### config.mk
export PLATFORM = sky130hd
export DESIGN_NAME = dfw_core
export DESIGN_NICKNAME = d
export VERILOG_FILES = /design/src/core/dfw_pkg.sv /design/src/core/dfw_core.sv /design/src/core/dfw_persist.sv
export SDC_FILE = /design/constraint.sdc
export NUM_CORES = 1
export LEC_CHECK = 0
export BUFFER_PORTS_ARGS = -buffer_cell sky130_fd_sc_hd__clkbuf_2
export CORE_AREA = 8 8 240 196
export CTS_BUF_LIST = sky130_fd_sc_hd__clkbuf_8
export CTS_CLUSTER_SIZE = 25
export DETAILED_ROUTE_END_ITERATION = 10
export DIE_AREA = 0 0 248 204
export MAX_ROUTING_LAYER = met4
export PLACE_DENSITY_LB_ADDON = 0.2
export SLEW_MARGIN = 20
export SYNTH_ARGS = -nofsm -noshare
export SYNTH_HDL_FRONTEND = slang
export SYNTH_SLANG_ARGS = --single-unit
### constraint.sdc
create_clock -name clk -period 6.4 [get_ports clk]
set_clock_uncertainty 0.1 [all_clocks]
set_input_delay 0.96 -clock clk [delete_from_list [all_inputs] [get_ports clk]]
set_output_delay 0.96 -clock clk [all_outputs]
set_load 0.01 [all_outputs]
### src/core/dfw_pkg.sv
// Constants, bus states and register map of the drive fault and warning supervisor.
// Assumes a single 50 MHz clock and an Avalon-MM master that holds each request.
`default_nettype none
package dfw_pkg;
    // ------------------------------------------------------------
    // Timing
    // ------------------------------------------------------------
    localparam int unsigned CLK_HZ        = 50_000_000;
    localparam int unsigned TICK_MS       = 1;
    localparam int unsigned TICK_CYC      = CLK_HZ / 1000 * TICK_MS;
    localparam int unsigned IO_TRIP_S     = 5;
    localparam int unsigned IO_TRIP_TICKS = IO_TRIP_S * 1000 / TICK_MS;

    // ------------------------------------------------------------
    // Register map (byte addresses)
    // ------------------------------------------------------------
    localparam int unsigned AW      = 5;
    localparam logic [4:0]  A_SEL   = 5'h00;
    localparam logic [4:0]  A_OUTFN = 5'h04;
    localparam logic [4:0]  A_THR0  = 5'h08;
    localparam logic [4:0]  A_THR1  = 5'h0C;
    localparam logic [4:0]  A_TRLIM = 5'h10;
    localparam logic [4:0]  A_STAT  = 5'h14;
    localparam logic [4:0]  A_TRCLR = 5'h18;
    localparam logic [31:0] REG_RST = 32'h0000_0000;

    // Selection nibbles inside the selection register, then threshold halfword and output function byte fields.
    localparam int unsigned SEL_W    = 4;
    localparam int unsigned L_LC_SEL = 0;
    localparam int unsigned L_LC_CFG = 4;
    localparam int unsigned L_OVL    = 8;
    localparam int unsigned L_UDL    = 12;
    localparam int unsigned L_FANM   = 16;
    localparam int unsigned L_CAPM   = 20;
    localparam int unsigned L_CTRL   = 24;
    localparam int unsigned VAL_W    = 16;
    localparam int unsigned L_LO     = 0;
    localparam int unsigned L_HI     = 16;
    localparam int unsigned L_FN1    = 0;
    localparam int unsigned L_FNR    = 8;

    localparam logic [3:0] LC_OFF      = 4'h0;
    localparam logic [3:0] OVL_ON      = 4'h1;
    localparam logic [3:0] UDL_ON      = 4'h1;
    localparam logic [3:0] FANW_ON     = 4'h1;
    localparam logic [3:0] CAP_PREDIAG = 4'h2;
    localparam logic [3:0] CTRL_TR     = 4'h4;
    localparam int unsigned IOL_PCT    = 60;
    localparam int unsigned PCT_FULL   = 100;

    // Output function codes.
    localparam logic [7:0] FN_OVL  = 8'h05;
    localparam logic [7:0] FN_IOL  = 8'h06;
    localparam logic [7:0] FN_UDL  = 8'h07;
    localparam logic [7:0] FN_FANW = 8'h08;
    localparam logic [7:0] FN_LCW  = 8'h0D;
    localparam logic [7:0] FN_CAPX = 8'h24;
    localparam logic [7:0] FN_FANX = 8'h26;

    // Trip and warning bit positions.
    localparam int unsigned NT    = 4;
    localparam int unsigned T_LC  = 0;
    localparam int unsigned T_IO  = 1;
    localparam int unsigned T_PAR = 2;
    localparam int unsigned T_OPT = 3;
    localparam logic [3:0] LATCH_MASK = 4'hE;
    localparam int unsigned NW    = 9;
    localparam int unsigned W_OVL = 0;
    localparam int unsigned W_UDL = 1;
    localparam int unsigned W_IOL = 2;
    localparam int unsigned W_LCW = 3;
    localparam int unsigned W_FNW = 4;
    localparam int unsigned W_FNX = 5;
    localparam int unsigned W_CPX = 6;
    localparam int unsigned W_DBW = 7;
    localparam int unsigned W_TRW = 8;

    typedef enum logic [1:0] {
        BUS_IDLE = 2'b01,
        BUS_ACK  = 2'b10
    } dfw_bus_t;
endpackage
`default_nettype wire

### src/core/dfw_core.sv
// Communication trips, warnings and output routing of the drive supervisor.
// Assumes all detector inputs are synchronous to clk and an Avalon-MM master.
`timescale 1ns/100ps
`default_nettype none
module dfw_core
    import dfw_pkg::*;
#(
    parameter int unsigned TICK_CYCLES = TICK_CYC,
    parameter int unsigned IO_TRIP_TKS = IO_TRIP_TICKS
)(
    input  wire logic             clk,
    input  wire logic             rst_n,
    input  wire logic [AW-1:0]    avs_address,
    input  wire logic             avs_read,
    input  wire logic             avs_write,
    input  wire logic [31:0]      avs_writedata,
    input  wire logic [3:0]       avs_byteenable,
    output logic      [31:0]      avs_readdata,
    output logic                  avs_waitrequest,
    input  wire logic             inverter_running,
    input  wire logic             cmd_from_keypad,
    input  wire logic             freq_cmd_fault,
    input  wire logic             run_cmd_fault,
    input  wire logic             p2p_unsuitable,
    input  wire logic             io_board_absent,
    input  wire logic             io_board_poor_link,
    input  wire logic             comm_card_absent,
    input  wire logic             comm_card_poor_link,
    input  wire logic             param_write_busy,
    input  wire logic             keypad_comm_fail,
    input  wire logic             option_fitted,
    input  wire logic             option_comm_err,
    input  wire logic             motor_overload_det,
    input  wire logic             motor_underload_det,
    input  wire logic [VAL_W-1:0] iol_accum,
    input  wire logic [VAL_W-1:0] inverter_thermal_overload,
    input  wire logic             fan_fault_det,
    input  wire logic [VAL_W-1:0] fan_usage_value,
    input  wire logic [VAL_W-1:0] cap_measured_value,
    input  wire logic [VAL_W-1:0] brake_usage_rate,
    input  wire logic [VAL_W-1:0] rotor_time_constant,
    output logic                  lost_cmd_trip,
    output logic                  io_board_trip,
    output logic                  param_write_trip,
    output logic                  option_trip,
    output logic                  io_link_fault,
    output logic                  overload_warn,
    output logic                  underload_warn,
    output logic                  inverter_overload_prewarn,
    output logic                  lost_cmd_warn,
    output logic                  fan_warn,
    output logic                  fan_replace_alarm,
    output logic                  cap_replace_alarm,
    output logic                  brake_duty_warn,
    output logic                  tr_tune_warn,
    output logic                  dout1,
    output logic                  relay_out
);
    localparam int unsigned TCW = (TICK_CYCLES > 1) ? $clog2(TICK_CYCLES) : 1;
    localparam int unsigned PW  = VAL_W + 7;

    // ------------------------------------------------------------
    // Functions
    // ------------------------------------------------------------
    function automatic logic [31:0] be_merge(input logic [31:0] old,
                                             input logic [31:0] nw,
                                             input logic [3:0]  be);
        logic [31:0] r;
        r = old;
        for (int i = 0; i < 4; i++)
        begin
            if (be[i])
                r[8*i +: 8] = nw[8*i +: 8];
        end
        return r;
    endfunction

    // Any code that names no warning leaves the output off.
    function automatic logic fn_pick(input logic [7:0]    code,
                                     input logic [NW-1:0] w);
        case (code)
            FN_OVL:  return w[W_OVL];
            FN_IOL:  return w[W_IOL];
            FN_UDL:  return w[W_UDL];
            FN_FANW: return w[W_FNW];
            FN_LCW:  return w[W_LCW];
            FN_CAPX: return w[W_CPX];
            FN_FANX: return w[W_FNX];
            default: return 1'b0;
        endcase
    endfunction

    // ------------------------------------------------------------
    // Millisecond tick
    // ------------------------------------------------------------
    logic [TCW-1:0] tick_cnt_q;
    logic [TCW-1:0] tick_cnt_d;
    logic           tick_q;
    logic           tick_d;

    always_comb
    begin
        tick_d     = 1'b0;
        tick_cnt_d = tick_cnt_q + 1'b1;
        if (tick_cnt_q == TCW'(TICK_CYCLES - 1))
        begin
            tick_cnt_d = '0;
            tick_d     = 1'b1;
        end
    end

    always_ff @(posedge clk)
    begin
        if (!rst_n)
        begin
            tick_cnt_q <= '0;
            tick_q     <= 1'b0;
        end
        else
        begin
            tick_cnt_q <= tick_cnt_d;
            tick_q     <= tick_d;
        end
    end

    // ------------------------------------------------------------
    // Avalon-MM slave
    // ------------------------------------------------------------
    dfw_bus_t    bus_q;
    dfw_bus_t    bus_d;
    logic [31:0] sel_q, sel_d;
    logic [31:0] outfn_q, outfn_d;
    logic [31:0] thr0_q, thr0_d;
    logic [31:0] thr1_q, thr1_d;
    logic [31:0] trlim_q, trlim_d;
    logic [31:0] rdata_q, rdata_d;
    logic [31:0] rd_mux;
    logic [31:0] status;
    logic        wr_en;
    logic [NT-1:0] clr_mask;
    logic [NT-1:0] trip_q, trip_d, trip_set;
    logic [NW-1:0] warn_q, warn_d;
    logic        io_fault_q, io_fault_d;
    logic        io_expired;
    logic        dout1_q, dout1_d, relay_q, relay_d;

    // Each access takes one wait cycle so read data always come from a flop.
    assign avs_waitrequest = (avs_read || avs_write) && (bus_q != BUS_ACK);
    assign wr_en    = (bus_q == BUS_ACK) && avs_write;
    assign clr_mask = (wr_en && avs_address == A_TRCLR) ? avs_writedata[NT-1:0] : '0;
    assign status   = {15'h0000, warn_q, 3'h0, io_fault_q, trip_q};

    always_comb
    begin
        case (avs_address)
            A_SEL:   rd_mux = sel_q;
            A_OUTFN: rd_mux = outfn_q;
            A_THR0:  rd_mux = thr0_q;
            A_THR1:  rd_mux = thr1_q;
            A_TRLIM: rd_mux = trlim_q;
            A_STAT:  rd_mux = status;
            default: rd_mux = REG_RST;
        endcase
    end

    always_comb
    begin
        bus_d   = bus_q;
        rdata_d = rdata_q;
        sel_d   = sel_q;
        outfn_d = outfn_q;
        thr0_d  = thr0_q;
        thr1_d  = thr1_q;
        trlim_d = trlim_q;
        unique case (bus_q)
            BUS_IDLE:
            begin
                if (avs_read || avs_write)
                    bus_d = BUS_ACK;
                if (avs_read)
                    rdata_d = rd_mux;
            end
            BUS_ACK:
                bus_d = BUS_IDLE;
            default:
                bus_d = BUS_IDLE;
        endcase
        if (wr_en)
        begin
            case (avs_address)
                A_SEL:   sel_d   = be_merge(sel_q, avs_writedata, avs_byteenable);
                A_OUTFN: outfn_d = be_merge(outfn_q, avs_writedata, avs_byteenable);
                A_THR0:  thr0_d  = be_merge(thr0_q, avs_writedata, avs_byteenable);
                A_THR1:  thr1_d  = be_merge(thr1_q, avs_writedata, avs_byteenable);
                A_TRLIM: trlim_d = be_merge(trlim_q, avs_writedata, avs_byteenable);
                default: ;
            endcase
        end
    end

    always_ff @(posedge clk)
    begin
        if (!rst_n)
        begin
            bus_q   <= BUS_IDLE;
            rdata_q <= REG_RST;
            sel_q   <= REG_RST;
            outfn_q <= REG_RST;
            thr0_q  <= REG_RST;
            thr1_q  <= REG_RST;
            trlim_q <= REG_RST;
        end
        else
        begin
            bus_q   <= bus_d;
            rdata_q <= rdata_d;
            sel_q   <= sel_d;
            outfn_q <= outfn_d;
            thr0_q  <= thr0_d;
            thr1_q  <= thr1_d;
            trlim_q <= trlim_d;
        end
    end

    assign avs_readdata = rdata_q;

    // ------------------------------------------------------------
    // Trips and warnings
    // ------------------------------------------------------------
    logic [SEL_W-1:0] lc_sel, lc_cfg, ovl_sel, udl_sel, fan_mode, cap_mode, ctrl_mode;
    logic [VAL_W-1:0] fan_thr, db_lvl, cap_thr, tr_lo, tr_hi;
    logic             lc_cond;
    logic [PW-1:0]    iol_lhs, iol_rhs;

    assign lc_sel    = sel_q[L_LC_SEL +: SEL_W];
    assign lc_cfg    = sel_q[L_LC_CFG +: SEL_W];
    assign ovl_sel   = sel_q[L_OVL +: SEL_W];
    assign udl_sel   = sel_q[L_UDL +: SEL_W];
    assign fan_mode  = sel_q[L_FANM +: SEL_W];
    assign cap_mode  = sel_q[L_CAPM +: SEL_W];
    assign ctrl_mode = sel_q[L_CTRL +: SEL_W];
    assign fan_thr   = thr0_q[L_LO +: VAL_W];
    assign db_lvl    = thr0_q[L_HI +: VAL_W];
    assign cap_thr   = thr1_q[L_LO +: VAL_W];
    assign tr_lo     = trlim_q[L_LO +: VAL_W];
    assign tr_hi     = trlim_q[L_HI +: VAL_W];
    assign lc_cond   = inverter_running && !cmd_from_keypad
                       && (freq_cmd_fault || run_cmd_fault);
    assign iol_lhs   = PW'(iol_accum) * PW'(PCT_FULL);
    assign iol_rhs   = PW'(inverter_thermal_overload) * PW'(IOL_PCT);

    dfw_persist #(
        .LIMIT   (IO_TRIP_TKS)
    ) u_io_persist (
        .clk     (clk),
        .rst_n   (rst_n),
        .tick    (tick_q),
        .cond    (io_fault_q),
        .expired (io_expired)
    );

    always_comb
    begin
        io_fault_d = io_board_absent || io_board_poor_link
                     || comm_card_absent || comm_card_poor_link;
        trip_set        = '0;
        trip_set[T_LC]  = lc_cond && (lc_sel != LC_OFF);
        trip_set[T_IO]  = io_expired;
        trip_set[T_PAR] = param_write_busy && keypad_comm_fail;
        trip_set[T_OPT] = option_fitted && option_comm_err;
        // A new trip in the clearing cycle wins over the clear.
        trip_d = trip_set | (trip_q & LATCH_MASK & ~clr_mask);
        warn_d        = '0;
        warn_d[W_OVL] = motor_overload_det && (ovl_sel == OVL_ON);
        warn_d[W_UDL] = motor_underload_det && (udl_sel == UDL_ON);
        warn_d[W_IOL] = (iol_lhs >= iol_rhs);
        warn_d[W_LCW] = (lc_cond && (lc_cfg != LC_OFF))
                        || p2p_unsuitable;
        warn_d[W_FNW] = fan_fault_det && (fan_mode == FANW_ON);
        warn_d[W_FNX] = fan_usage_value < fan_thr;
        warn_d[W_CPX] = (cap_measured_value < cap_thr)
                        && (cap_mode == CAP_PREDIAG);
        warn_d[W_DBW] = brake_usage_rate > db_lvl;
        warn_d[W_TRW] = (ctrl_mode == CTRL_TR)
                        && ((rotor_time_constant < tr_lo) || (rotor_time_constant > tr_hi));
        dout1_d = fn_pick(outfn_q[L_FN1 +: 8], warn_q);
        relay_d = fn_pick(outfn_q[L_FNR +: 8], warn_q);
    end

    always_ff @(posedge clk)
    begin
        if (!rst_n)
        begin
            io_fault_q <= 1'b0;
            trip_q     <= '0;
            warn_q     <= '0;
            dout1_q    <= 1'b0;
            relay_q    <= 1'b0;
        end
        else
        begin
            io_fault_q <= io_fault_d;
            trip_q     <= trip_d;
            warn_q     <= warn_d;
            dout1_q    <= dout1_d;
            relay_q    <= relay_d;
        end
    end

    assign lost_cmd_trip             = trip_q[T_LC];
    assign io_board_trip             = trip_q[T_IO];
    assign param_write_trip          = trip_q[T_PAR];
    assign option_trip               = trip_q[T_OPT];
    assign io_link_fault             = io_fault_q;
    assign overload_warn             = warn_q[W_OVL];
    assign underload_warn            = warn_q[W_UDL];
    assign inverter_overload_prewarn = warn_q[W_IOL];
    assign lost_cmd_warn             = warn_q[W_LCW];
    assign fan_warn                  = warn_q[W_FNW];
    assign fan_replace_alarm         = warn_q[W_FNX];
    assign cap_replace_alarm         = warn_q[W_CPX];
    assign brake_duty_warn           = warn_q[W_DBW];
    assign tr_tune_warn              = warn_q[W_TRW];
    assign dout1                     = dout1_q;
    assign relay_out                 = relay_q;
endmodule
`default_nettype wire

### src/core/dfw_persist.sv
// Persistence timer: reports a condition that has held past a tick limit.
// Assumes tick is a one-cycle enable pulse from a divider on the same clock.
`timescale 1ns/100ps
`default_nettype none
module dfw_persist
    import dfw_pkg::*;
#(
    parameter int unsigned LIMIT = IO_TRIP_TICKS
)(
    input  wire logic clk,
    input  wire logic rst_n,
    input  wire logic tick,
    input  wire logic cond,
    output logic      expired
);
    localparam int unsigned CW = $clog2(LIMIT + 2);

    logic [CW-1:0] cnt_q;
    logic [CW-1:0] cnt_d;
    logic          exp_q;
    logic          exp_d;

    // Any gap in the condition restarts the count, so only an unbroken run expires.
    always_comb
    begin
        cnt_d = cnt_q;
        if (!cond)
            cnt_d = '0;
        else if (tick && (cnt_q <= CW'(LIMIT)))
            cnt_d = cnt_q + 1'b1;
        exp_d = cond && (cnt_q > CW'(LIMIT));
    end

    always_ff @(posedge clk)
    begin
        if (!rst_n)
        begin
            cnt_q <= '0;
            exp_q <= 1'b0;
        end
        else
        begin
            cnt_q <= cnt_d;
            exp_q <= exp_d;
        end
    end

    assign expired = exp_q;
endmodule
`default_nettype wire

* After elaboration in Yosys (flattened, before gate mapping)
Cells that the tools add are included.
** Cells by class
- $add $sub $neg :: 2
- $mul :: 2
- Order comparisons :: 8
- Eq/ne operators :: 29
- Multiplexer cells :: 5
- Bitwise gates (word level) :: 4
- Reductions and logical operators :: 51
** Operators with widths (count)
- 32-bit one-hot mux with 6 select lines :: 1
- 3-bit AND reduction :: 20
- 8-bit by 3-bit == test with 1-bit output (second input constant) :: 6
- 16-bit < comparator :: 3
- 8-bit by 4-bit == test with 1-bit output (second input constant) :: 4
- 8-bit by 6-bit == test with 1-bit output (second input constant) :: 4
- 16-bit greater-than comparator :: 2
- 23-bit by 22-bit >= comparator with 1-bit output :: 1
- 16-bit by 5-bit multiplier with 21-bit output (second input constant) :: 1
- 16-bit by 4-bit multiplier with 20-bit output (second input constant) :: 1
- 16-bit by 1-bit adder with 16-bit output (second input constant) :: 1
- 16-bit == test (second input constant) :: 1
- 1-bit logical AND :: 16
- 5-bit == test (second input constant) :: 3
- 1-bit one-hot mux with 7 select lines :: 2
- 13-bit by 1-bit adder with 13-bit output (second input constant) :: 1
- 13-bit greater-than comparator (second input constant) :: 1
- 13-bit <= comparator (second input constant) :: 1
- 4-bit by 1-bit == test with 1-bit output (second input constant) :: 3
- 5-bit by 4-bit == test with 1-bit output (second input constant) :: 2
- 4-bit nonzero test :: 2
- 1-bit logical OR :: 7
- 2-bit AND reduction :: 3
- 5-bit by 3-bit == test with 1-bit output (second input constant) :: 1
- 14 further kinds :: 14
** Storage, ports and cells
- Flip-flop bits (word level) :: 241
- Output and inout port bits :: 49
- Word-level logic and storage cells :: 132

* Longest topological paths before layout
Gate-level depths: netlist (run 1).
- Depth after elaboration :: 7
- Depth in mapped cells :: 20
- Depth with buffers taken out :: 20

* Cells and area by module
A second synthesis (run 1) with hierarchy kept.
** Second synthesis, totals
- Cell total of the unflattened synthesis :: 1842
- Area, all modules :: 15205.8 um2
** By module, submodules not included
- dfw_core :: instances 1, cells an instance 1759, area an instance 14482.6 um2, seq. area each 4544.4 um2
- dfw_persist :: instances 1, cells an instance 83, area an instance 723.2 um2, seq. area each 280.3 um2

* Worst setup path before layout (run 1)
No wires, ideal clock.
- Path type :: input to register
- Start point :: in inverter_thermal_overload[8]
- End point :: reg warn_q[2]
- Arrival :: 4813 ps
- Required time :: 6167 ps
- Slack :: 1354 ps
- Stages on the path :: 19
- Path buffers :: 1
- Cell sequence :: inv_1 -> fa_1 -> inv_1 -> fa_1 -> ha_1 -> and3_1 -> clkbuf_1 -> a22o_1 -> a311o_1 -> a21oi_2 -> mux2i_1 -> nor2_1 -> ha_1 -> nand2_1 -> nor2_1 -> a2111oi_0 -> a21oi_1 -> o31ai_1 -> a31oi_1
** Between the ends
- Cells in the longest elaborated chain, start to end :: 2
** RTL lines
- start, declared :: RTL line dfw_core.sv:36 : input wire logic [VAL_W-1:0] inverter_thermal_overload,
- 16-bit by 4-bit multiplier with 20-bit output :: RTL line dfw_core.sv:250 : assign iol_rhs = PW'(inverter_thermal_overload) * PW'(IOL_PCT);
- 23-bit by 22-bit >= comparator with 1-bit output :: RTL line dfw_core.sv:276 : warn_d[W_IOL] = (iol_lhs >= iol_rhs);
- end signal, assigned :: RTL line dfw_core.sv:304 : warn_q <= warn_d;
- end, declared :: RTL line dfw_core.sv:142 : logic [NW-1:0] warn_q, warn_d;
No other way between the ends.
A chain may end at the register's enable or synchronous reset.

* Worst setup path after layout (run 1)
- Start point :: in inverter_thermal_overload[9]
- End point :: reg warn_q[2]
The elaborated chain is that of the path after synthesis.

==> results of run 1 <==
-- synthesized netlist by cell type (4+ instances only) --
master / n / area share
dfxtp_1: 241 / 0.32
nor2_1: 218 / 0.054
nand2_1: 197 / 0.048
ha_1: 175 / 0.14
inv_1: 163 / 0.040
a21oi_1: 149 / 0.049
mux2i_1: 108 / 0.071
clkbuf_1: 49 / 0.012
o21ai_0: 45 / 0.015
fa_1: 40 / 0.052
a21o_1: 37 / 0.018
xor2_1: 33 / 0.019
nand3_1: 27 / 0.0089
a222oi_1: 24 / 0.016
a221oi_1: 23 / 0.013
nand4_1: 21 / 0.0086
and3_1: 20 / 0.0082
xnor2_1: 18 / 0.010
a22o_1: 16 / 0.0092
nor3_1: 15 / 0.0049
o21ai_1: 14 / 0.0046
nor2b_1: 11 / 0.0045
a31oi_1: 9 / 0.0037
nor4_1: 9 / 0.0037
nor2_2: 8 / 0.0033
nor4b_1: 8 / 0.0046
a2111oi_0: 7 / 0.0040
a211oi_1: 7 / 0.0034
buf_2: 7 / 0.0023
nand2b_1: 7 / 0.0029
o21a_1: 7 / 0.0034
o21bai_1: 5 / 0.0025
a22oi_1: 4 / 0.0020
and2_1: 4 / 0.0016
nor2_4: 4 / 0.0030
-- final timing paths --
path / endpoint / cells after the start / start
hold reg to reg: sel_q[31] / 2 / sel_q[31]
hold / removal: sel_q[31] / 2 / sel_q[31]
setup / recovery: warn_q[2] / 19 / inverter_thermal_overload[9]
setup reg to reg: avs_readdata[25] / 7 / bus_q[0]
-- cells by family after synthesis --
| group | count (synthesis) | synth area share |
|---|---|---|
| and+or+nand+nor | 572 | 0.169 |
| AOI/OAI and AO/OA | 374 | 0.161 |
| DFF | 241 | 0.316 |
| buffers and inverters | 224 | 0.0564 |
| adders and majority gates | 215 | 0.196 |
| muxes | 110 | 0.0723 |
| xor gates and xnor gates | 51 | 0.0293 |
-- metrics by stage --
stage	std cells	total power, mW	hold slack (ns)	util	worst slack [ns]
final	2593	4.08	0.358	0.407	1.50
after global routing	2591	4.37	0.391	0.407	1.20
after CTS	2583	4.13	0.362	0.406	1.54
after detailed placement	2511	2.75	0.352	0.388	0.933
after global placement	2511	2.72	0.342	0.388	1.01
after floorplan	1787	2.41	0.313	-	1.35
-- worst min-delay path: cells and delay by family, from the launching register on --
family / cells / cell delay (ns)
flops: 1 / 0.30
simple gates: 1 / 0.05
compound gates: 1 / 0.05
-- registers in the layout, summed over array words and instances (netlist names), 2 cells and up --
name,flops
avs_readdata,32
outfn_q,32
sel_q,32
thr0_q,32
thr1_q,32
trlim_q,32
tick_cnt_q,16
u_io_persist.cnt_q,13
warn_q,9
trip_q,4
bus_q,2
-- power by group --
group / total (mW) / switching [mW] / leakage (nW) / internal [mW]
clock network: 1.36 / 0.635 / 0.470 / 0.728
logic: 1.18 / 0.685 / 4.74 / 0.499
registers: 1.54 / 0.0195 / 1.95 / 1.52
-- layer usage --
metal / GRT usage / up-vias
li1: - / 6655
met1: 0.254 / 6373
met2: 0.294 / 368
met3: 0.0384 / 58
met4: 0.0583 / 0
met5: - / -
-- area by class of cell --
cell class              count  area, um2  share of cell area
clock buffers              52        716              0.0405
clock inverters            20       83.8             0.00474
diodes                     10       25.0             0.00142
multi-input cells        1322       9580               0.542
flip-flops and latches    241       4820               0.273
inverters                 165        624              0.0353
well taps                 568        711              0.0402
repair buffers            215       1100              0.0623
==> reports/metrics.yaml, run 1 <==
status:
  status: "finished, final reports clean"
job:
  maxCapViolations: 0
synthesis:
  synth-seq-cells: 241
  yosysSeqAreaShare: 0.316
  syn_nets: 2159
  ys_warn_count: 0
  syn_area_per_cell_um2: 8.54
  syn_area_um2: 15300
  postSynthCellCount: 1787
  synthArstFlopShare: 0
  synth_flop_cell: "dfxtp_1"
  synth_edf_count: 0
  synth.distinct_cells: 74
clock_network:
  htree_num_levels: 2
  post_cts_buffers: 0
  hold_buffers: 0
  cts_buffer_depth: 3
  clock_sinks: 241
  clk_latency_ns: 0.56
  path_clk_slew_ns: 0.05
  post_cts_resized: 0
  cts_buffers: 42
  cts_root_buf: "clkbuf_8"
  cts_tree: "built"
final_layout:
  fin_nets: 2359
  area_delta_synth_final_pct: 15.8
  final_cell_mix: "dfxtp_1, nor2_1, clkbuf_2"
  nFillCells: 4465
  layout_commonest_cell: "dfxtp_1"
  layout-drive-gt1-share: 0.148
  design_area_um2: 17700
setup_path:
  critical_path_class: "in2reg"
  slowest_stage: "fa_1"
  path_cells: "clkbuf_2, inv_1, fa_1, inv_1, fa_1, ha_1, and3_1, a22o_1, a311o_1, a21oi_2, mux2i_1, nor2_1, ha_1, nand2_1, nor2_1, a2111oi_0, a21oi_1, o31ai_1, a31oi_1"
  rrSetupSlack_ns: 3.69
  critPathLaunchType: "input pin"
  critical_path_arrival_ns: 5.19
  slowest_delay_ns: 0.54
  crit_family: "adder cells"
  worstSetupEndpointType: "register"
  cp_num_buf_inv: 3
  crit_required_ns: 6.70
  critPathMaxFanout: 6
sta:
  period_share: 0.765
  fmax_mhz: 204
  rsz0062_at_grt: "no"
  hold_viol: 0
  finalSetupTns_ns: 0
  drv_slew: 0
  finalCriticalPeriod_ns: 4.90
  worstMarginPinSlew_ns: 1.06
  setup_viol: 0
  slew_headroom: 0.293
grt:
  overflow: 0
  grt_antenna_before_repair: 8
  grt_max_degree: 95
  grt_pass1_wl_um: 75100
  grt_pass1_vias: 13537
  track_usage: 0.192
placement:
  postPlaceCellArea_um2: 16800
  gp_congestion: 0.894
  dp_hpwl_um: 37000
  io_buffers: 205
floorplanning:
  die_x_um: 248
  num_rows: 69
  pin_count: 206
  fp.dieH_um: 204
  coreArea_um2: 43400
  dieArea_um2: 50600
  initial_core_util: 0.351
drt:
  drt-wirelength-per-cell_um: 18.5
  viasPerCell: 5.19
  drt-total-wl_um: 48100
  met1_length_um: 22500
  top_layer: "met4"
  antenna_left: 0
  post-route-drc-count: 0
  route.met3.wl_um: 3160
  vias: 13454
  drt_pass1_iterations: 7
  met2_length_um: 21400
  first_iter_violations: 1004
pwr:
  power.density_nw_per_um2: 231
  max-vdd-ir-drop_mv: 0.0963
  p_leak_nw: 7.16
worst_hold_path:
  hp-class: "reg2reg"
Power figures use the tool's default switching activity.
==> run 2, diff against run 1 <==
==> constraint.sdc (replaced) <==
create_clock -name clk -period 4.05 [get_ports clk]
set_clock_uncertainty 0.1 [all_clocks]
set_input_delay 0.6075 -clock clk [delete_from_list [all_inputs] [get_ports clk]]
set_output_delay 0.6075 -clock clk [all_outputs]
set_load 0.01 [all_outputs]
==> reports/metrics.yaml, run 2 (synthesis gave the netlist of run 1 again) <==
final_layout:
  nFillCells: 4286  # was 4465
  regArea_um2: 4820  # unchanged
  design_area_um2: 18800  # was 17700 um2
  layout_commonest_cell: "dfxtp_1"  # unchanged
  multi_input_area_um2: 9720  # was 9580 um2
  area_delta_synth_final_pct: 23.5  # was 15.8%
  fin_nets: 2480  # was 2359
  layout-drive-gt1-share: 0.211  # was 0.148
  final_cell_mix: "dfxtp_1, nor2_1, clkbuf_2"  # unchanged
sta:
  worstMarginPinSlew_ns: 0.737  # was 1.06 ns
  whs_ns: 0.128  # was 0.358 ns
  worst_slack_ns: -0.172  # was 1.50 ns
  period_share: 1.04
  slew_headroom: 0.502  # was 0.293
  rsz0062_at_grt: "yes"  # was no
  finalCriticalPeriod_ns: 4.22
  hold_viol: 0  # unchanged
  fmax_mhz: 237
  setup_viol: 1  # was 0
  drv_slew: 0  # unchanged
setup_path:
  critPathLaunchType: "input pin"  # unchanged
  critPathMaxFanout: 3  # was 6
  crit_required_ns: 4.34  # was 6.70 ns
  worstSetupEndpointType: "register"  # unchanged
  rrSetupSlack_ns: 1.69  # was 3.69 ns
  reg2regPathDepth: 5  # was 7
  worstReg2RegEnd: "thr1_q[21]"  # was avs_readdata[25]
  setup.worst_path.end: "warn_q[2]"  # unchanged
  critPathLaunch: "inverter_thermal_overload[2]"  # was inverter_thermal_overload[9]
  critical_path_arrival_ns: 4.51  # was 5.19 ns
  critical_path_class: "in2reg"  # unchanged
  r2r_start: "bus_q[1]"  # was bus_q[0]
drt:
  drt_pass1_iterations: 8  # was 7
  vias: 13921  # was 13454
  first_iter_violations: 1063  # was 1004
  viasPerCell: 5.14  # was 5.19
  met2_length_um: 21800  # was 21400 um
  post-route-drc-count: 0  # unchanged
  top_layer: "met4"  # unchanged
  drt-wirelength-per-cell_um: 18.0  # was 18.5 um
  antenna_left: 0  # unchanged
  route.met3.wl_um: 3290  # was 3160 um
  met1_length_um: 22800  # was 22500 um
  drt-total-wl_um: 48800  # was 48100 um
clock_network:
  htree_num_levels: 2  # unchanged
  cts_buffers: 42  # unchanged
  cts_root_buf: "clkbuf_8"  # unchanged
  clk_latency_ns: 0.56  # about the same
  clock_sinks: 241  # unchanged
  path_clk_slew_ns: 0.06  # was 0.05 ns
  cts_buffer_depth: 3  # unchanged
  cts_tree: "built"  # unchanged
pwr:
  p_leak_nw: 7.79  # was 7.16 nW
  max-vdd-ir-drop_mv: 0.201  # was 0.0963 mV
  power.density_nw_per_um2: 384  # was 231 nW/um2
worst_hold_path:
  holdPathStages: 2  # unchanged
  hp-class: "in2reg"  # was reg2reg
job:
  maxCapViolations: 0  # unchanged
grt:
  grt_pass1_vias: 13931  # was 13537
  grt_pass1_wl_um: 76700  # was 75100 um
  grt_antenna_before_repair: 3  # was 8
  grt_max_degree: 79  # was 95
  track_usage: 0.195  # was 0.192
  overflow: 0  # unchanged
floorplanning:
  coreArea_um2: 43400  # unchanged
  die_x_um: 248  # unchanged
  initial_core_util: 0.351  # unchanged
  num_rows: 69  # unchanged
  pin_count: 206  # unchanged
  dieArea_um2: 50600  # unchanged
  fp.dieH_um: 204  # unchanged
status:
  status: "finished with violations"  # was finished, final reports clean
  violations: "negative setup slack"
placement:
  gp_congestion: 0.889  # was 0.894
  io_buffers: 205  # unchanged
  postPlaceCellArea_um2: 17800  # was 16800 um2
  dp_hpwl_um: 37800  # was 37000 um
  dp_worst_setup_slack_ns: -0.895  # was 0.933 ns
## run 2: report_power, final
part	internal, mW	switching (mW)	total (mW)	leakage, nW
Combinational	1.17	1.23	2.40	5.34
Sequential	2.39	0.0303	2.42	1.95
Clock	1.38	1.04	2.42	0.501
## run 2: worst min-delay path by stage
stage,from,end
floorplan,u_io_persist.expired,trip_q[1]
finish,cmd_from_keypad,trip_q[0]
detailed placement,sel_q[28],sel_q[28]
global route,cmd_from_keypad,trip_q[0]
global placement,u_io_persist.expired,trip_q[1]
CTS,cmd_from_keypad,trip_q[0]
## run 2: metrics by stage
stage / utilization / instances / setup TNS [ns] / power, mW
finish: 0.434 / 2709 / -0.172 / 7.24
global route: 0.434 / 2709 / -0.422 / 7.73
CTS: 0.431 / 2699 / -0.122 / 7.18
detailed placement: 0.409 / 2625 / -0.895 / 4.69
global placement: 0.409 / 2625 / -0.833 / 4.66
floorplan: - / 1787 / -0.513 / 3.83
## run 2: worst max-delay path, cell delays in order
cell and delay, ns:
buf_8 0.10, fa_1 0.52, fa_1 0.59, inv_2 0.05
fa_2 0.35, nor2b_1 0.12, o21a_1 0.17, o21ai_2 0.08
a21oi_2 0.18, a21oi_2 0.10, nor4bb_1 0.28, nor3_1 0.08
ha_1 0.33, nand4_1 0.12, nor2_2 0.06, o21ai_2 0.06
a21oi_2 0.05, o31a_1 0.34, o31ai_2 0.24, a31oi_1 0.10
## run 2: final cells by class
cell class | count | area share
Clock inverter | 24 | 0.0115
Timing Repair Buffer | 336 | 0.109
Inverter | 165 | 0.0335
Sequential cell | 241 | 0.256
Tap cell | 568 | 0.0377
Multi-Input combinational cell | 1322 | 0.516
Antenna cell | 3 | 0.000398
Clock buffer | 50 | 0.0365
## run 2: timing repair
action                                  CTS  global route
endpoints found under the hold margin     0             0
gates cloned                              0             0
hold buffers                              0             0
pin swaps                                11            15
gates resized for setup                  13            19
endpoints found under the setup margin    1             1
setup buffers                             0             7
## run 2: metal layers
layer | GRT usage | vias to the layer above
met5 | - | -
met4 | 0.0471 | 0
met1 | 0.263 | 6567
li1 | - | 6902
met2 | 0.299 | 387
met3 | 0.0370 | 65
==> run 3, diff against run 2 <==
--- a/config.mk
+++ b/config.mk
@@ -8,11 +8,11 @@
 export BUFFER_PORTS_ARGS = -buffer_cell sky130_fd_sc_hd__clkbuf_2
 export CORE_AREA = 8 8 240 196
 export CTS_BUF_LIST = sky130_fd_sc_hd__clkbuf_8
-export CTS_CLUSTER_SIZE = 25
+export CTS_CLUSTER_SIZE = 8
 export DETAILED_ROUTE_END_ITERATION = 10
 export DIE_AREA = 0 0 248 204
 export MAX_ROUTING_LAYER = met4
-export PLACE_DENSITY_LB_ADDON = 0.2
+export PLACE_DENSITY_LB_ADDON = 0.08
 export SLEW_MARGIN = 20
 export SYNTH_ARGS = -nofsm -noshare
 export SYNTH_HDL_FRONTEND = slang
==> reports/metrics.yaml, run 3 (synthesis gave the netlist of run 1 again) <==
status:
  status: "finished with violations"  # unchanged
  violations: "negative setup slack"  # unchanged
placement:
  gp_congestion: 0.826  # was 0.889
  dp_hpwl_um: 39200  # was 37800 um
  io_buffers: 205  # unchanged
floorplanning:
  die_x_um: 248  # unchanged
  coreArea_um2: 43400  # unchanged
  fp.dieH_um: 204  # unchanged
  pin_count: 206  # unchanged
  initial_core_util: 0.351  # unchanged
  num_rows: 69  # unchanged
  dieArea_um2: 50600  # unchanged
setup_path:
  r2r_start: "bus_q[0]"  # was bus_q[1]
  slowest_stage: "fa_1"  # unchanged
  cp_num_buf_inv: 4  # was 2
  critPathMaxFanout: 3  # unchanged
  rrSetupSlack_ns: 1.51  # was 1.69 ns
  critical_path_class: "in2reg"  # unchanged
  cp.depth: 20  # unchanged
  setup.worst_path.end: "warn_q[2]"  # unchanged
  path_cells: "clkbuf_2, inv_2, fa_1, fa_1, inv_1, ha_4, nor2b_1, o21a_1, o21ai_2, a21oi_2, a21oi_2, nor4b_4, nor3_1, ha_1, buf_4, a21oi_2, o21ai_1, o31a_1, o31ai_2, a31oi_1"  # was buf_8, fa_1, fa_1, inv_2, fa_2, nor2b_1, o21a_1, o21ai_2, a21oi_2, a21oi_2, nor4bb_1, nor3_1, ha_1, nand4_1, nor2_2, o21ai_2, a21oi_2, o31a_1, o31ai_2, a31oi_1
  slowest_delay_ns: 0.51  # was 0.59 ns
  crit_top_cell: "a21oi_2"  # unchanged
  critical_path_arrival_ns: 4.47  # was 4.51 ns
  critPathLaunch: "inverter_thermal_overload[2]"  # unchanged
  critPathLaunchType: "input pin"  # unchanged
  worstReg2RegEnd: "avs_readdata[29]"  # was thr1_q[21]
  crit_family: "adder cells"  # unchanged
  reg2regPathDepth: 8  # was 5
  crit_required_ns: 4.37  # was 4.34 ns
  worstSetupEndpointType: "register"  # unchanged
sta:
  period_share: 1.02  # was 1.04
  finalCriticalPeriod_ns: 4.15  # was 4.22 ns
  drv_slew: 0  # unchanged
  worst_slack_ns: -0.100  # was -0.172 ns
  slew_headroom: 0.331  # was 0.502
  rsz0062_at_grt: "yes"  # unchanged
  fmax_mhz: 241  # was 237 MHz
  whs_ns: 0.118  # was 0.128 ns
  finalSetupTns_ns: -0.100  # was -0.172 ns
  setup_viol: 1  # unchanged
  hold_viol: 0  # unchanged
  worstMarginPinSlew_ns: 1.00  # was 0.737 ns
final_layout:
  final_core_utilization: 0.434  # about the same
  layout_commonest_cell: "dfxtp_1"  # unchanged
  area_delta_synth_final_pct: 23.4  # was 23.5%
  layout-drive-gt1-share: 0.211  # about the same
  fin_nets: 2483  # was 2480
  final_cell_mix: "dfxtp_1, nor2_1, clkbuf_2"  # unchanged
  regArea_um2: 4820  # unchanged
  nFillCells: 4436  # was 4286
  multi_input_area_um2: 9720  # about the same
drt:
  drt-wirelength-per-cell_um: 18.4  # was 18.0 um
  drt_pass1_iterations: 6  # was 8
  vias: 13863  # was 13921
  first_iter_violations: 1065  # was 1063
  post-route-drc-count: 0  # unchanged
  viasPerCell: 5.09  # was 5.14
  drt-total-wl_um: 50000  # was 48800 um
  antenna_left: 0  # unchanged
grt:
  track_usage: 0.201  # was 0.195
  overflow: 0  # unchanged
  grt_pass1_vias: 14239  # was 13931
  grt_max_degree: 98  # was 79
  grt_antenna_before_repair: 10  # was 3
  grt_pass1_wl_um: 78100  # was 76700 um
clock_network:
  cts_tree: "built"  # unchanged
  cts_root_buf: "clkbuf_8"  # unchanged
  cts_buffers: 43  # was 42
  clock_sinks: 241  # unchanged
  path_clk_slew_ns: 0.05  # was 0.06 ns
  clk_latency_ns: 0.58  # was 0.56 ns
  cts_buffer_depth: 3  # unchanged
  htree_num_levels: 2  # unchanged
job:
  maxCapViolations: 0  # unchanged
pwr:
  power.density_nw_per_um2: 377  # was 384 nW/um2
  intPower_mw: 4.80  # was 4.94 mW
  swShare: 0.324  # was 0.317
  clkPwrFrac: 0.327  # was 0.334
  p_seq_frac: 0.341  # was 0.335
  p_leak_nw: 7.80  # was 7.79 nW
  combPwrFrac: 0.332  # was 0.331
  max-vdd-ir-drop_mv: 0.194  # was 0.201 mV
  p_sw_mw: 2.30  # about the same
worst_hold_path:
  holdPathStages: 2  # unchanged
  hp-class: "in2reg"  # unchanged
[run 3: cell count changes in the layout (fill, tap and decap cells not counted), sizes merged]
cell | before | now
clkbuf | 253 | 262
clkinv | 8 | 6
inv | 173 | 177
diode | 3 | 10
clkinvlp | 4 | 3
bufinv | 4 | 0
[run 3: layout make-up]
type                    count  share of cell area
multi-input cells        1322               0.516
flip-flops and latches    241               0.256
repair buffers            338               0.108
clock buffers              57              0.0417
well taps                 568              0.0378
inverters                 165              0.0336
clock inverters            21             0.00565
diodes                     10             0.00133
[run 3: worst min-delay path by stage]
stage,from,slack [ns],end
floorplan,u_io_persist.expired,0.31,trip_q[1]
global placement,u_io_persist.expired,0.32,trip_q[1]
detailed placement,u_io_persist.expired,0.34,trip_q[1]
CTS,cmd_from_keypad,0.08,trip_q[0]
global route,cmd_from_keypad,0.10,trip_q[0]
finish,cmd_from_keypad,0.12,trip_q[0]
[run 3: worst reg2reg max path: stages, from the launching register on]
cell     delay [ns]
dfxtp_1        0.32
inv_2          0.05
nor2_1         0.10
and2_1         0.13
buf_4          0.23
nand3_1        0.75
a21oi_1        0.64
a21oi_1        0.08
nor2_1         0.11
[run 3: what timing repair did]
action	4_1_cts	5_1_grt
hold buffers	0	0
setup buffers	3	1
resized for setup	16	7
pin swaps	19	10
endpoints found under the setup margin	1	1
[run 3: per-stage QoR]
| stage | instance area, um2 | instances | setup WS (ns) | power [mW] |
|---|---|---|---|---|
| after floorplan | 15300 | 1787 | -0.513 | 3.83 |
| after global placement | 17800 | 2630 | -0.762 | 4.69 |
| after detailed placement | 17800 | 2630 | -0.885 | 4.71 |
| after CTS | 18800 | 2711 | -0.133 | 7.16 |
| after global routing | 18800 | 2722 | -0.404 | 7.62 |
| final | 18800 | 2722 | -0.100 | 7.10 |
[run 3: power by group through the flow]
stage | combinational [mW] | sequential, mW | clock, mW
finish | 2.36 | 2.42 | 2.32
global route | 2.69 | 2.43 | 2.51
CTS | 2.34 | 2.42 | 2.39
detailed placement | 2.23 | 2.48 | 0
global placement | 2.21 | 2.48 | 0
floorplan | 1.37 | 2.47 | 0
[run 3: metal layers]
metal / up-vias / GRT usage / part of all wire
met1: 6522 / 0.266 / 0.47
li1: 6932 / - / -
met4: 0 / 0.0515 / 0.019
met5: - / - / 0
met3: 66 / 0.0451 / 0.067
met2: 343 / 0.307 / 0.44
